==> config.mk <==
export PLATFORM = sky130hd
export DESIGN_NAME = tai_alarm_top
export DESIGN_NICKNAME = d
export VERILOG_FILES = /design/src/inc/tai_pkg.sv /design/src/tai_alarm_top.sv /design/src/tai_sync.sv /design/src/tai_hyst_cmp.sv
export SDC_FILE = /design/constraint.sdc
export NUM_CORES = 1
export LEC_CHECK = 0
export BUFFER_PORTS_ARGS = -buffer_cell sky130_fd_sc_hd__buf_2
export CAP_MARGIN = 20
export CORE_MARGIN = 2
export CORE_UTILIZATION = 40
export CTS_CLUSTER_SIZE = 25
export DETAILED_ROUTE_END_ITERATION = 10
export MAX_ROUTING_LAYER = met4
export SYNTH_ARGS = -nofsm -noshare
export SYNTH_HDL_FRONTEND = slang
export SYNTH_SLANG_ARGS = --single-unit
==> constraint.sdc <==
create_clock -name mclk -period 7.5 [get_ports mclk]
set_input_delay 0.375 -clock mclk [delete_from_list [all_inputs] [get_ports mclk]]
set_output_delay 0.375 -clock mclk [all_outputs]
set_load 0.01 [all_outputs]
==> src/inc/tai_pkg.sv <==
package tai_pkg;
  // Channel indices
  localparam int CH_LOCAL = 0;
  localparam int CH_REM1 = 1;
  localparam int CH_REM2 = 2;
  localparam int NUM_CH = 3;
  // Register offsets
  localparam logic [7:0] FIRST_STATUS_ADDR = 8'h02;
  localparam logic [7:0] SECOND_STATUS_ADDR = 8'h23;
  // Field positions
  localparam int OPEN_FLAG_BIT = 2;
  localparam int HIGH_FLAG_BIT = 4;
  localparam int LOW_FLAG_BIT = 3;
  localparam int FAILSAFE_FLAG_BIT = 1;
  localparam int LOCAL_HIGH_BIT = 6;
  localparam int LOCAL_LOW_BIT = 5;
  localparam int LOCAL_FS_BIT = 0;
  // Values after reset
  localparam logic [7:0] FAILSAFE_LIMIT_RST = 8'h55;
  localparam logic [7:0] HYSTERESIS_RST = 8'h0A;
  localparam logic [7:0] HIGH_LIMIT_RST = 8'h55;
  localparam logic [7:0] LOW_LIMIT_RST = 8'h00;
  localparam logic [7:0] TEMP_RST = 8'h00;
  // Alert response address, seven bits
  localparam logic [6:0] ALERT_RESP_ADDR = 7'h0C;

  typedef struct packed {
    logic [7:0] high;
    logic [7:0] low;
    logic [7:0] failsafe;
  } tai_limits_t;

  typedef struct packed {
    logic valid;
    logic [1:0] chan;
    logic [7:0] temp;
  } tai_result_t;

  typedef struct packed {
    logic rd;
    logic [7:0] addr;
  } tai_rdreq_t;
endpackage

==> src/tai_alarm_top.sv <==
`timescale 1ns/100ps
// Notes on behaviour
// - Open-circuit comparator is sampled only when a conversion starts.
// - Remote 1 open fault sets bit 2 of first status at 0x02.
// - Remote 2 open fault sets bit 2 of second status at 0x23.
// - With pin in alert mode, an open flag pulls alert low.
// - During a remote fault, the last good reading is kept and returned.
// - Alert can be masked; primary fail-safe output never can.
// - Alert asserts if any temperature is above high or at/below low limit.
// - Alert releases after alert response read, cause gone, and status cleared.
// - Fail-safe asserts when any temperature exceeds its fail-safe limit.
// - Fail-safe releases on its own at limit minus hysteresis, all channels.
// - Fail-safe limits reset to 85 degrees.
// - Hysteresis resets to 10 and may be rewritten any time.
// - Shared pin acts as alert or as second fail-safe output.
// - Second fail-safe asserts above high limits and cannot be masked.
// - Second fail-safe releases with the same hysteresis as the first.
// - Alert response read at 0001100 is answered while alert is low.
module tai_alarm_top (
  // Clock and reset
  input wire logic mclk,
  input wire logic rstn,
  // Conversion results from the measurement engine
  input tai_pkg::tai_result_t result,
  input wire logic convStart,
  // Open-circuit comparators from the pins
  input wire logic remote1OpenRaw,
  input wire logic remote2OpenRaw,
  // Limit and configuration values
  input tai_pkg::tai_limits_t limLocal,
  input tai_pkg::tai_limits_t limRem1,
  input tai_pkg::tai_limits_t limRem2,
  input wire logic limWrite,
  input wire logic [7:0] hystWrData,
  input wire logic hystWrite,
  input wire logic alertMask,
  input wire logic pinIsSecondFs,
  // Register read port
  input tai_pkg::tai_rdreq_t rdReq,
  output logic [7:0] rdData,
  output logic rdValid,
  // Alert response
  input wire logic araRead,
  output logic araAck,
  // Temperature readback
  output logic [7:0] tempLocal,
  output logic [7:0] tempRem1,
  output logic [7:0] tempRem2,
  // Pins, open-drain with enable low while driving low; then hysteresis readback
  output logic failsafe_alarm_n,
  output logic failsafeOe_n,
  output logic sharedPinOut,
  output logic sharedPinOe_n,
  output logic [7:0] hysteresis
);
  typedef struct packed {
    logic [7:0] stat1;
    logic [7:0] stat2;
    logic [7:0] tLoc;
    logic [7:0] tR1;
    logic [7:0] tR2;
    logic remote1_open_flag;
    logic remote2_open_flag;
    logic [7:0] hyst;
    logic alertLatched;
    logic araServed;
    logic [7:0] rdData;
    logic rdValid;
    logic araAck;
    logic fsPin;
    logic sharedPin;
    logic update;
  } tai_top_st_t;

  tai_top_st_t st_q;
  tai_top_st_t st_d;
  logic r1OpenSync;
  logic r2OpenSync;
  logic [2:0] fsAlarm;
  logic [2:0] fs2Alarm;
  logic [7:0] curTemp [3];
  tai_pkg::tai_limits_t lim [3];
  logic [2:0] hiErr;
  logic [2:0] loErr;
  logic causeActive;
  logic alertDrive;

  function automatic logic overHigh(input logic [7:0] t, input tai_pkg::tai_limits_t l);
    overHigh = t > l.high;
  endfunction

  function automatic logic atLow(input logic [7:0] t, input tai_pkg::tai_limits_t l);
    atLow = t <= l.low;
  endfunction

  tai_sync u_sync_r1 (
    .mclk(mclk),
    .rstn(rstn),
    .din(remote1OpenRaw),
    .dout(r1OpenSync)
  );

  tai_sync u_sync_r2 (
    .mclk(mclk),
    .rstn(rstn),
    .din(remote2OpenRaw),
    .dout(r2OpenSync)
  );

  assign curTemp[0] = st_q.tLoc;
  assign curTemp[1] = st_q.tR1;
  assign curTemp[2] = st_q.tR2;
  assign lim[0] = limLocal;
  assign lim[1] = limRem1;
  assign lim[2] = limRem2;

  // Fail-safe and second fail-safe comparators, shared hysteresis
  for (genvar i = 0; i < 3; i++) begin : g_cmp
    tai_hyst_cmp u_fs (
      .mclk(mclk),
      .rstn(rstn),
      .update(st_q.update),
      .temp(curTemp[i]),
      .limit(lim[i].failsafe),
      .hyst(st_q.hyst),
      .alarm(fsAlarm[i])
    );
    tai_hyst_cmp u_fs2 (
      .mclk(mclk),
      .rstn(rstn),
      .update(st_q.update),
      .temp(curTemp[i]),
      .limit(lim[i].high),
      .hyst(st_q.hyst),
      .alarm(fs2Alarm[i])
    );
  end

  always_comb begin
    st_d = st_q;
    st_d.rdValid = 1'b0;
    st_d.araAck = 1'b0;
    // Re-evaluate limits after a new result or a limit/hysteresis write
    st_d.update = result.valid | limWrite | hystWrite;
    for (int i = 0; i < 3; i++) begin
      hiErr[i] = overHigh(curTemp[i], lim[i]);
      loErr[i] = atLow(curTemp[i], lim[i]);
    end
    // Conversion start samples the comparators
    if (convStart) begin
      st_d.remote1_open_flag = r1OpenSync;
      st_d.remote2_open_flag = r2OpenSync;
    end
    // Store results, holding last good value under a fault
    if (result.valid) begin
      case (result.chan)
        2'd0: st_d.tLoc = result.temp;
        2'd1: if (!st_q.remote1_open_flag) st_d.tR1 = result.temp;
        2'd2: if (!st_q.remote2_open_flag) st_d.tR2 = result.temp;
        default: st_d.tLoc = st_q.tLoc;
      endcase
    end
    if (hystWrite) begin
      st_d.hyst = hystWrData;
    end
    // Register reads, clear on read
    if (rdReq.rd) begin
      st_d.rdValid = 1'b1;
      case (rdReq.addr)
        tai_pkg::FIRST_STATUS_ADDR: begin
          st_d.rdData = st_q.stat1;
          st_d.stat1 = 8'h00;
        end
        tai_pkg::SECOND_STATUS_ADDR: begin
          st_d.rdData = st_q.stat2;
          st_d.stat2 = 8'h00;
        end
        default: st_d.rdData = 8'h00;
      endcase
    end
    // Sticky status set wins over clear
    if (hiErr[0]) st_d.stat1[tai_pkg::LOCAL_HIGH_BIT] = 1'b1;
    if (loErr[0]) st_d.stat1[tai_pkg::LOCAL_LOW_BIT] = 1'b1;
    if (fsAlarm[0]) st_d.stat1[tai_pkg::LOCAL_FS_BIT] = 1'b1;
    if (hiErr[1]) st_d.stat1[tai_pkg::HIGH_FLAG_BIT] = 1'b1;
    if (loErr[1]) st_d.stat1[tai_pkg::LOW_FLAG_BIT] = 1'b1;
    if (fsAlarm[1]) st_d.stat1[tai_pkg::FAILSAFE_FLAG_BIT] = 1'b1;
    if (st_q.remote1_open_flag) st_d.stat1[tai_pkg::OPEN_FLAG_BIT] = 1'b1;
    if (hiErr[2]) st_d.stat2[tai_pkg::HIGH_FLAG_BIT] = 1'b1;
    if (loErr[2]) st_d.stat2[tai_pkg::LOW_FLAG_BIT] = 1'b1;
    if (fsAlarm[2]) st_d.stat2[tai_pkg::FAILSAFE_FLAG_BIT] = 1'b1;
    if (st_q.remote2_open_flag) st_d.stat2[tai_pkg::OPEN_FLAG_BIT] = 1'b1;
    // Alert latch and service
    causeActive = (|hiErr) | (|loErr) | st_q.remote1_open_flag | st_q.remote2_open_flag;
    if (causeActive) begin
      st_d.alertLatched = 1'b1;
      st_d.araServed = 1'b0;
    end
    if (araRead && st_q.alertLatched && !alertMask && !pinIsSecondFs) begin
      st_d.araAck = 1'b1;
      st_d.araServed = 1'b1;
    end
    if (st_q.araServed && !causeActive && (st_q.stat1 == 8'h00) && (st_q.stat2 == 8'h00)) begin
      st_d.alertLatched = 1'b0;
      st_d.araServed = 1'b0;
    end
    alertDrive = st_q.alertLatched && !alertMask;
    st_d.fsPin = |fsAlarm;
    st_d.sharedPin = pinIsSecondFs ? (|fs2Alarm) : alertDrive;
  end

  always_ff @(posedge mclk or negedge rstn) begin
    if (!rstn) begin
      st_q <= '0;
      st_q.hyst <= tai_pkg::HYSTERESIS_RST;
      st_q.tLoc <= tai_pkg::TEMP_RST;
      st_q.tR1 <= tai_pkg::TEMP_RST;
      st_q.tR2 <= tai_pkg::TEMP_RST;
    end else begin
      st_q <= st_d;
    end
  end

  assign rdData = st_q.rdData;
  assign rdValid = st_q.rdValid;
  assign araAck = st_q.araAck;
  assign tempLocal = st_q.tLoc;
  assign tempRem1 = st_q.tR1;
  assign tempRem2 = st_q.tR2;
  assign failsafe_alarm_n = 1'b0;
  assign failsafeOe_n = ~st_q.fsPin;
  assign sharedPinOut = 1'b0;
  assign sharedPinOe_n = ~st_q.sharedPin;
  assign hysteresis = st_q.hyst;
endmodule

==> src/tai_sync.sv <==
`timescale 1ns/100ps
module tai_sync (
  // Clock and reset
  input wire logic mclk,
  input wire logic rstn,
  // Level in and out
  input wire logic din,
  output logic dout
);
  typedef struct packed {
    logic s1;
    logic s2;
  } tai_sync_st_t;

  tai_sync_st_t state_q;
  tai_sync_st_t state_d;

  always_comb begin
    state_d.s1 = din;
    state_d.s2 = state_q.s1;
  end

  always_ff @(posedge mclk or negedge rstn) begin
    if (!rstn) begin
      state_q <= '0;
    end else begin
      state_q <= state_d;
    end
  end

  assign dout = state_q.s2;
endmodule

==> src/tai_hyst_cmp.sv <==
`timescale 1ns/100ps
module tai_hyst_cmp (
  // Clock and reset
  input wire logic mclk,
  input wire logic rstn,
  // Update strobe and operands
  input wire logic update,
  input wire logic [7:0] temp,
  input wire logic [7:0] limit,
  input wire logic [7:0] hyst,
  // Alarm level
  output logic alarm
);
  typedef struct packed {
    logic alarm;
  } tai_hyst_st_t;

  tai_hyst_st_t state_q;
  tai_hyst_st_t state_d;
  logic [8:0] release_lvl;

  always_comb begin
    release_lvl = {1'b0, limit} - {1'b0, hyst};
    state_d = state_q;
    if (update) begin
      if (temp > limit) begin
        state_d.alarm = 1'b1;
      end else if (release_lvl[8] || ({1'b0, temp} <= release_lvl)) begin
        state_d.alarm = 1'b0;
      end
    end
  end

  always_ff @(posedge mclk or negedge rstn) begin
    if (!rstn) begin
      state_q <= '0;
    end else begin
      state_q <= state_d;
    end
  end

  assign alarm = state_q.alarm;
endmodule

==> flow_summary.ini, run 1 <==
[global_routing]
grt_use_total = 0.2147
use_met2 = 0.3498
antenna_found_initial = 0
grt_pass1_wl_um = 32070
met3_usage = 0.02222
grt.overflow.total = 0
grt_pass1_vias = 6004
gr-max-usage-layer = met2
grt_max_degree = 70
gr-usage-met1 = 0.2975

[worst_setup_path]
cp_slowest_cell = dfstp_2
worst_setup_path_end_kind = flop
cpMostUsedCell = o21ai_0
cp-start-kind = flop
path_max_fanout = 8
crit_chain = inv_1 > ha_1 > nor2b_1 > o21ai_0 > nand2b_1 > and2_1 > o21ai_0 > a21oi_1 > xnor2_1 > ha_1 > o221ai_1 > nor3_1 > o21ai_0 > o31ai_1
critical_path_required_ns = 7.73
cp.arrival_ns = 3.66
cpPeakStageDelay_ns = 0.72
path_class = flop to flop

[cells_and_area]
fin_nets = 1221
layout_commonest_cell = ha_1
most-common-layout-cells = ha_1 (168), buf_2 (152), inv_1 (102)
drive_above_1_share = 0.2261
diodes = 0
postLayoutCoreUtil = 0.4695
syn_to_final_growth_pct = 14.23

[detailed_routing]
wl_per_cell_um = 17.36
drtIter0Drc = 331
ant_nets = 0
drc = 0
wl_um = 20330
firstDrtPassIters = 4
vias_per_cell = 5.187
vias = 6074

[place]
portBuffers = 152
place_hpwl_um = 16120
gp_congestion = 0.8625

[synth]
seq_area_frac_synth = 0.2318
synth-async-reset-ratio = 1.000
synth_warnings = 0
syn_avg_cell_area_sq_um = 9.140
synth_cell_types = 57
ys_ff_latch = 69
synth_edf_count = 0
syn_inst = 816
ys.flop_type = dfrtp_1
synthTopCellsByArea = ha_1 (28%), dfrtp_1 (22%), inv_1 (5.1%)
yosys.area.top_type = ha_1
yosys.area.top_type_share = 0.2818
syn_area_sq_um = 7458

[timing]
fin_crit_ns = 3.427
finalSetupViolCount = 0
clock_skew_ns = 0.007819
relSlewSlack = 0.4161
finalMaxSlewViolations = 0
rsz0062_at_grt = no
final_hold_viol_count = 0
fin_crit_sh = 0.4569
tns_ns = 0
clock.fmax_mhz = 291.8
worstMarginPinSlew_ns = 0.8759

[power_and_ir_drop]
p_per_area_nw_per_um2 = 219.1
power_mw = 1.867
power_leakage_nw = 4.437
peakVddDrop_mv = 0.1146

[floorplan]
start_util = 0.4110
core_sq_um = 18150
die_w_um = 140.6
die-area_sq_um = 19750
pin_count = 156
die_h_um = 140.6
core.rowCount = 49

[cts]
h-tree-depth = 3
clock-sinks = 69
clockRootBuffer = clkbuf_16
cts_tree = built
cts_buffer_depth = 2
cts_hold_buf = 0
path_clk_slew_ns = 0.06
clock_latency_ns = 0.32
cts_made_buffers = 9
postCtsSetupBuffers = 0
cts_resized = 0

[outcome]
status = finished clean

[min_path]
hold_path.class = input port to flop

[flow_run]
maxCapViolCount = 0
[final timing paths]
| check | start | slack (ns) | endpoint | depth (start not counted) |
|---|---|---|---|---|
| worst max-delay path | hysteresis[1] | 4.07 | g_cmp[1].u_fs2.alarm | 14 |
| worst min-delay path | remote2OpenRaw | 0.15 | u_sync_r2.state_d[0] | 1 |
| worst max register to register | hysteresis[1] | 4.07 | g_cmp[1].u_fs2.alarm | 14 |
| worst min register to register | u_sync_r2.state_d[0] | 0.35 | u_sync_r2.dout | 0 |
| max in group asynchronous | rstn | 6.68 | tempLocal[6] | 2 |
| min in group asynchronous | rstn | 0.24 | rdValid | 2 |
[final cells by class]
class                           instances  area (sq um)
Clock inverter                          4         72.57
Inverter                              102         382.9
Sequential cell                        69          1729
Fill cell                            1820          9628
Tap cell                              229         286.5
Timing Repair Buffer                  155         783.3
Multi-Input combinational cell        600          5029
Clock buffer                           12         236.5
[synthesized netlist by cell type, drive strengths merged, types with 2 or more instances]
master / count
nor3: 18
nand2: 33
nand2b: 22
o31ai: 5
nor4bb: 2
and3: 3
o211ai: 9
or3: 5
and2: 3
o311ai: 2
dfrtp: 67
o21ai: 59
fa: 6
nand3: 9
a2111oi: 3
nor3b: 3
buf: 46
nor4: 3
inv: 102
ha: 168
a211oi: 5
xor2: 6
nor2b: 26
xnor2: 27
nand4: 27
or2: 2
dfstp: 2
o221ai: 5
mux2i: 4
o22ai: 4
nor4b: 2
nor2: 18
o22a: 3
a21o: 35
mux2: 24
a21oi: 48
a22oi: 4
[layer usage]
layer,wire [um],share of wire
met1,9900,0.49
met2,9581,0.47
met3,806,0.040
met4,44,0.0022
met5,0,0
[stage by stage]
stage / area [sq um] / cells / hold WS, ns / setup WS, ns
3_5_place_dp: 8195 / 1153 / 0.3411 / 4.128
2_1_floorplan: 7466 / 818 / 0.07941 / 4.585
6_report: 8519 / 1171 / 0.1520 / 4.073
3_3_place_gp: 8195 / 1153 / 0.3329 / 4.206
5_1_grt: 8519 / 1171 / 0.1385 / 3.845
4_1_cts: 8504 / 1169 / 0.1414 / 4.100
[power breakdown]
part           total, mW  internal, mW  switching (mW)
Combinational      0.872         0.411           0.460
Sequential         0.552         0.429           0.123
Clock              0.444         0.291           0.153
[registers in the layout, indices dropped and copies added (netlist names), 3 cells and up]
signal and cells:
hysteresis 8, tempRem2 8, st_q 18, g_cmp.u_fs.alarm 3, rdData 7, tempRem1 8, tempLocal 8, g_cmp.u_fs2.alarm 3
[worst max-delay path: cells and delay by family (launching register included)]
family          cells  cell delay (ns)
compound gates      6             0.94
xor+xnor            1             0.14
fa+ha+maj           2             0.64
buf+inv             1             0.29
flops               1             0.72
simple gates        4             0.61
[kinds of logic (layout without fill, tap and decap cells)]
group                      count (synthesis)  after routing  share of synthesized area
buffers and inverters                    149            273                    0.09663
xor gates and xnor gates                  33             33                    0.03875
adders and majority gates                174            174                     0.2979
other                                      1              3                  0.0005028
AOI/OAI and AO/OA                        185            185                     0.1579
DFF                                       69             69                     0.2318
and+or+nand+nor                          177            177                     0.1349
muxes                                     28             28                    0.04160
Note: power is estimated with default switching activity, not from simulation.
==> inputs of run 2 (changes only) <==
==> constraint.sdc (replaced) <==
create_clock -name mclk -period 3.3 [get_ports mclk]
set_input_delay 0.165 -clock mclk [delete_from_list [all_inputs] [get_ports mclk]]
set_output_delay 0.165 -clock mclk [all_outputs]
set_load 0.01 [all_outputs]
==> flow_summary.ini, run 2 (synthesized netlist as in run 1, its figures left out) <==
[outcome]
status = finished clean

[worst_setup_path]
worst_setup_path_end_kind = flop
cp.arrival_ns = 3.27
worstReg2RegStart = hysteresis[1]
r2r_slack_ns = 0.27
cp-start-kind = flop
r2r-end = g_cmp[1].u_fs2.alarm
crit_start = hysteresis[1]
r2r_cells = 14
path_max_fanout = 7
path_class = flop to flop
cp-endpoint = g_cmp[1].u_fs2.alarm
critical_path_required_ns = 3.54

[floorplan]
pin_count = 156
core.rowCount = 49
start_util = 0.4110
die-area_sq_um = 19750
die_w_um = 140.6
core_sq_um = 18150
die_h_um = 140.6

[cts]
clockRootBuffer = clkbuf_16
path_clk_slew_ns = 0.06
clock_latency_ns = 0.33
cts_buffer_depth = 2
cts_resized = 0
h-tree-depth = 3
cts_tree = built
clock-sinks = 69
cts_made_buffers = 9

[timing]
fin_crit_ns = 3.026
finalSetupViolCount = 0
fin_hold_ws_ns = 0.03423
worstMarginPinSlew_ns = 0.8874
finalMaxSlewViolations = 0
tns_ns = 0
clock_skew_ns = 0.008573
relSlewSlack = 0.4084
fin_crit_sh = 0.9170
final_hold_viol_count = 0
rsz0062_at_grt = no
clock.fmax_mhz = 330.5

[flow_run]
maxCapViolCount = 0

[cells_and_area]
finalInstanceArea_sq_um = 8597
layout_commonest_cell = ha_1
syn_to_final_growth_pct = 15.27
fin_nets = 1226
drive_above_1_share = 0.2313
final.fill_count = 1807
largest_register_ffs = 18
postLayoutCoreUtil = 0.4737
most-common-layout-cells = ha_1 (168), buf_2 (152), inv_1 (102)
regMostFlops = st_q
diodes = 0

[global_routing]
grt_use_total = 0.2168
grt.overflow.total = 0
grt_max_degree = 70
grt_pass1_wl_um = 32370
grt_pass1_vias = 6013
antenna_found_initial = 0

[place]
place_hpwl_um = 16820
portBuffers = 152
gp_congestion = 0.9092
placed_cell_area_sq_um = 8233

[power_and_ir_drop]
power_leakage_nw = 4.483
power_mw = 4.348
peakVddDrop_mv = 0.2703
p_per_area_nw_per_um2 = 505.8

[detailed_routing]
vias_per_cell = 5.245
wl_per_cell_um = 17.59
drc = 0
drtIter0Drc = 324
ant_nets = 0
firstDrtPassIters = 4
wl_um = 20680
vias = 6168

[min_path]
hold_path.class = input port to async pin
## run 2: critical path, cell delays in order, from the launching register on
cell	delay [ns]
dfstp_2	0.53
inv_1	0.15
ha_1	0.31
nor2b_1	0.12
o21ai_0	0.16
nand2b_1	0.10
and2_1	0.16
o21ai_0	0.21
a21oi_1	0.12
xnor2_1	0.14
ha_1	0.29
o221ai_1	0.10
nor3_1	0.19
o21ai_0	0.11
o31ai_1	0.24
## run 2: how the worst min path moves through the flow
stage	startpoint	slack (ns)	end	depth (start not counted)
after CTS	rdReq[8]	0.03	rdValid	1
after detailed placement	remote2OpenRaw	0.28	u_sync_r2.state_d[0]	1
after global routing	rdReq[8]	0.04	rdValid	1
after floorplan	rstn	-0.13	araAck	0
final	rstn	0.03	rdValid	2
after global placement	remote1OpenRaw	0.27	u_sync_r1.state_d[0]	1
## run 2: repair_timing
item                      CTS  global route
hold endpoints to repair    2             0
buffers inserted            0             0
hold buffers                2             0
## run 2: layout make-up
cell class	instances	area, sq um	share of cell area
clock buffers	12	266.5	0.03100
clock inverters	4	77.57	0.009023
inverters	102	382.9	0.04453
multi-input cells	600	5029	0.5849
flip-flops and latches	69	1729	0.2011
well taps	229	286.5	0.03333
repair buffers	160	825.8	0.09606
## run 2: layer usage
metal | GRT usage | wire (um) | vias to the layer above
met5 | - | 0 | -
met4 | 0.03895 | 198 | 0
met3 | 0.01744 | 739 | 15
met2 | 0.3527 | 9542 | 141
met1 | 0.3009 | 10200 | 2881
li1 | - | - | 3131
## run 2: through the flow
step | cells | worst slack, ns
floorplan | 818 | 0.3855
global placement | 1158 | 0.3414
detailed placement | 1158 | 0.2788
CTS | 1176 | 0.2706
global route | 1176 | 0.005648
finish | 1176 | 0.2739
## run 2: where the power goes
part / switching [mW] / internal (mW) / leakage, nW
sequential: 0.280 / 0.975 / 0.796
combinational: 1.06 / 0.943 / 3.52
clock: 0.362 / 0.727 / 0.169
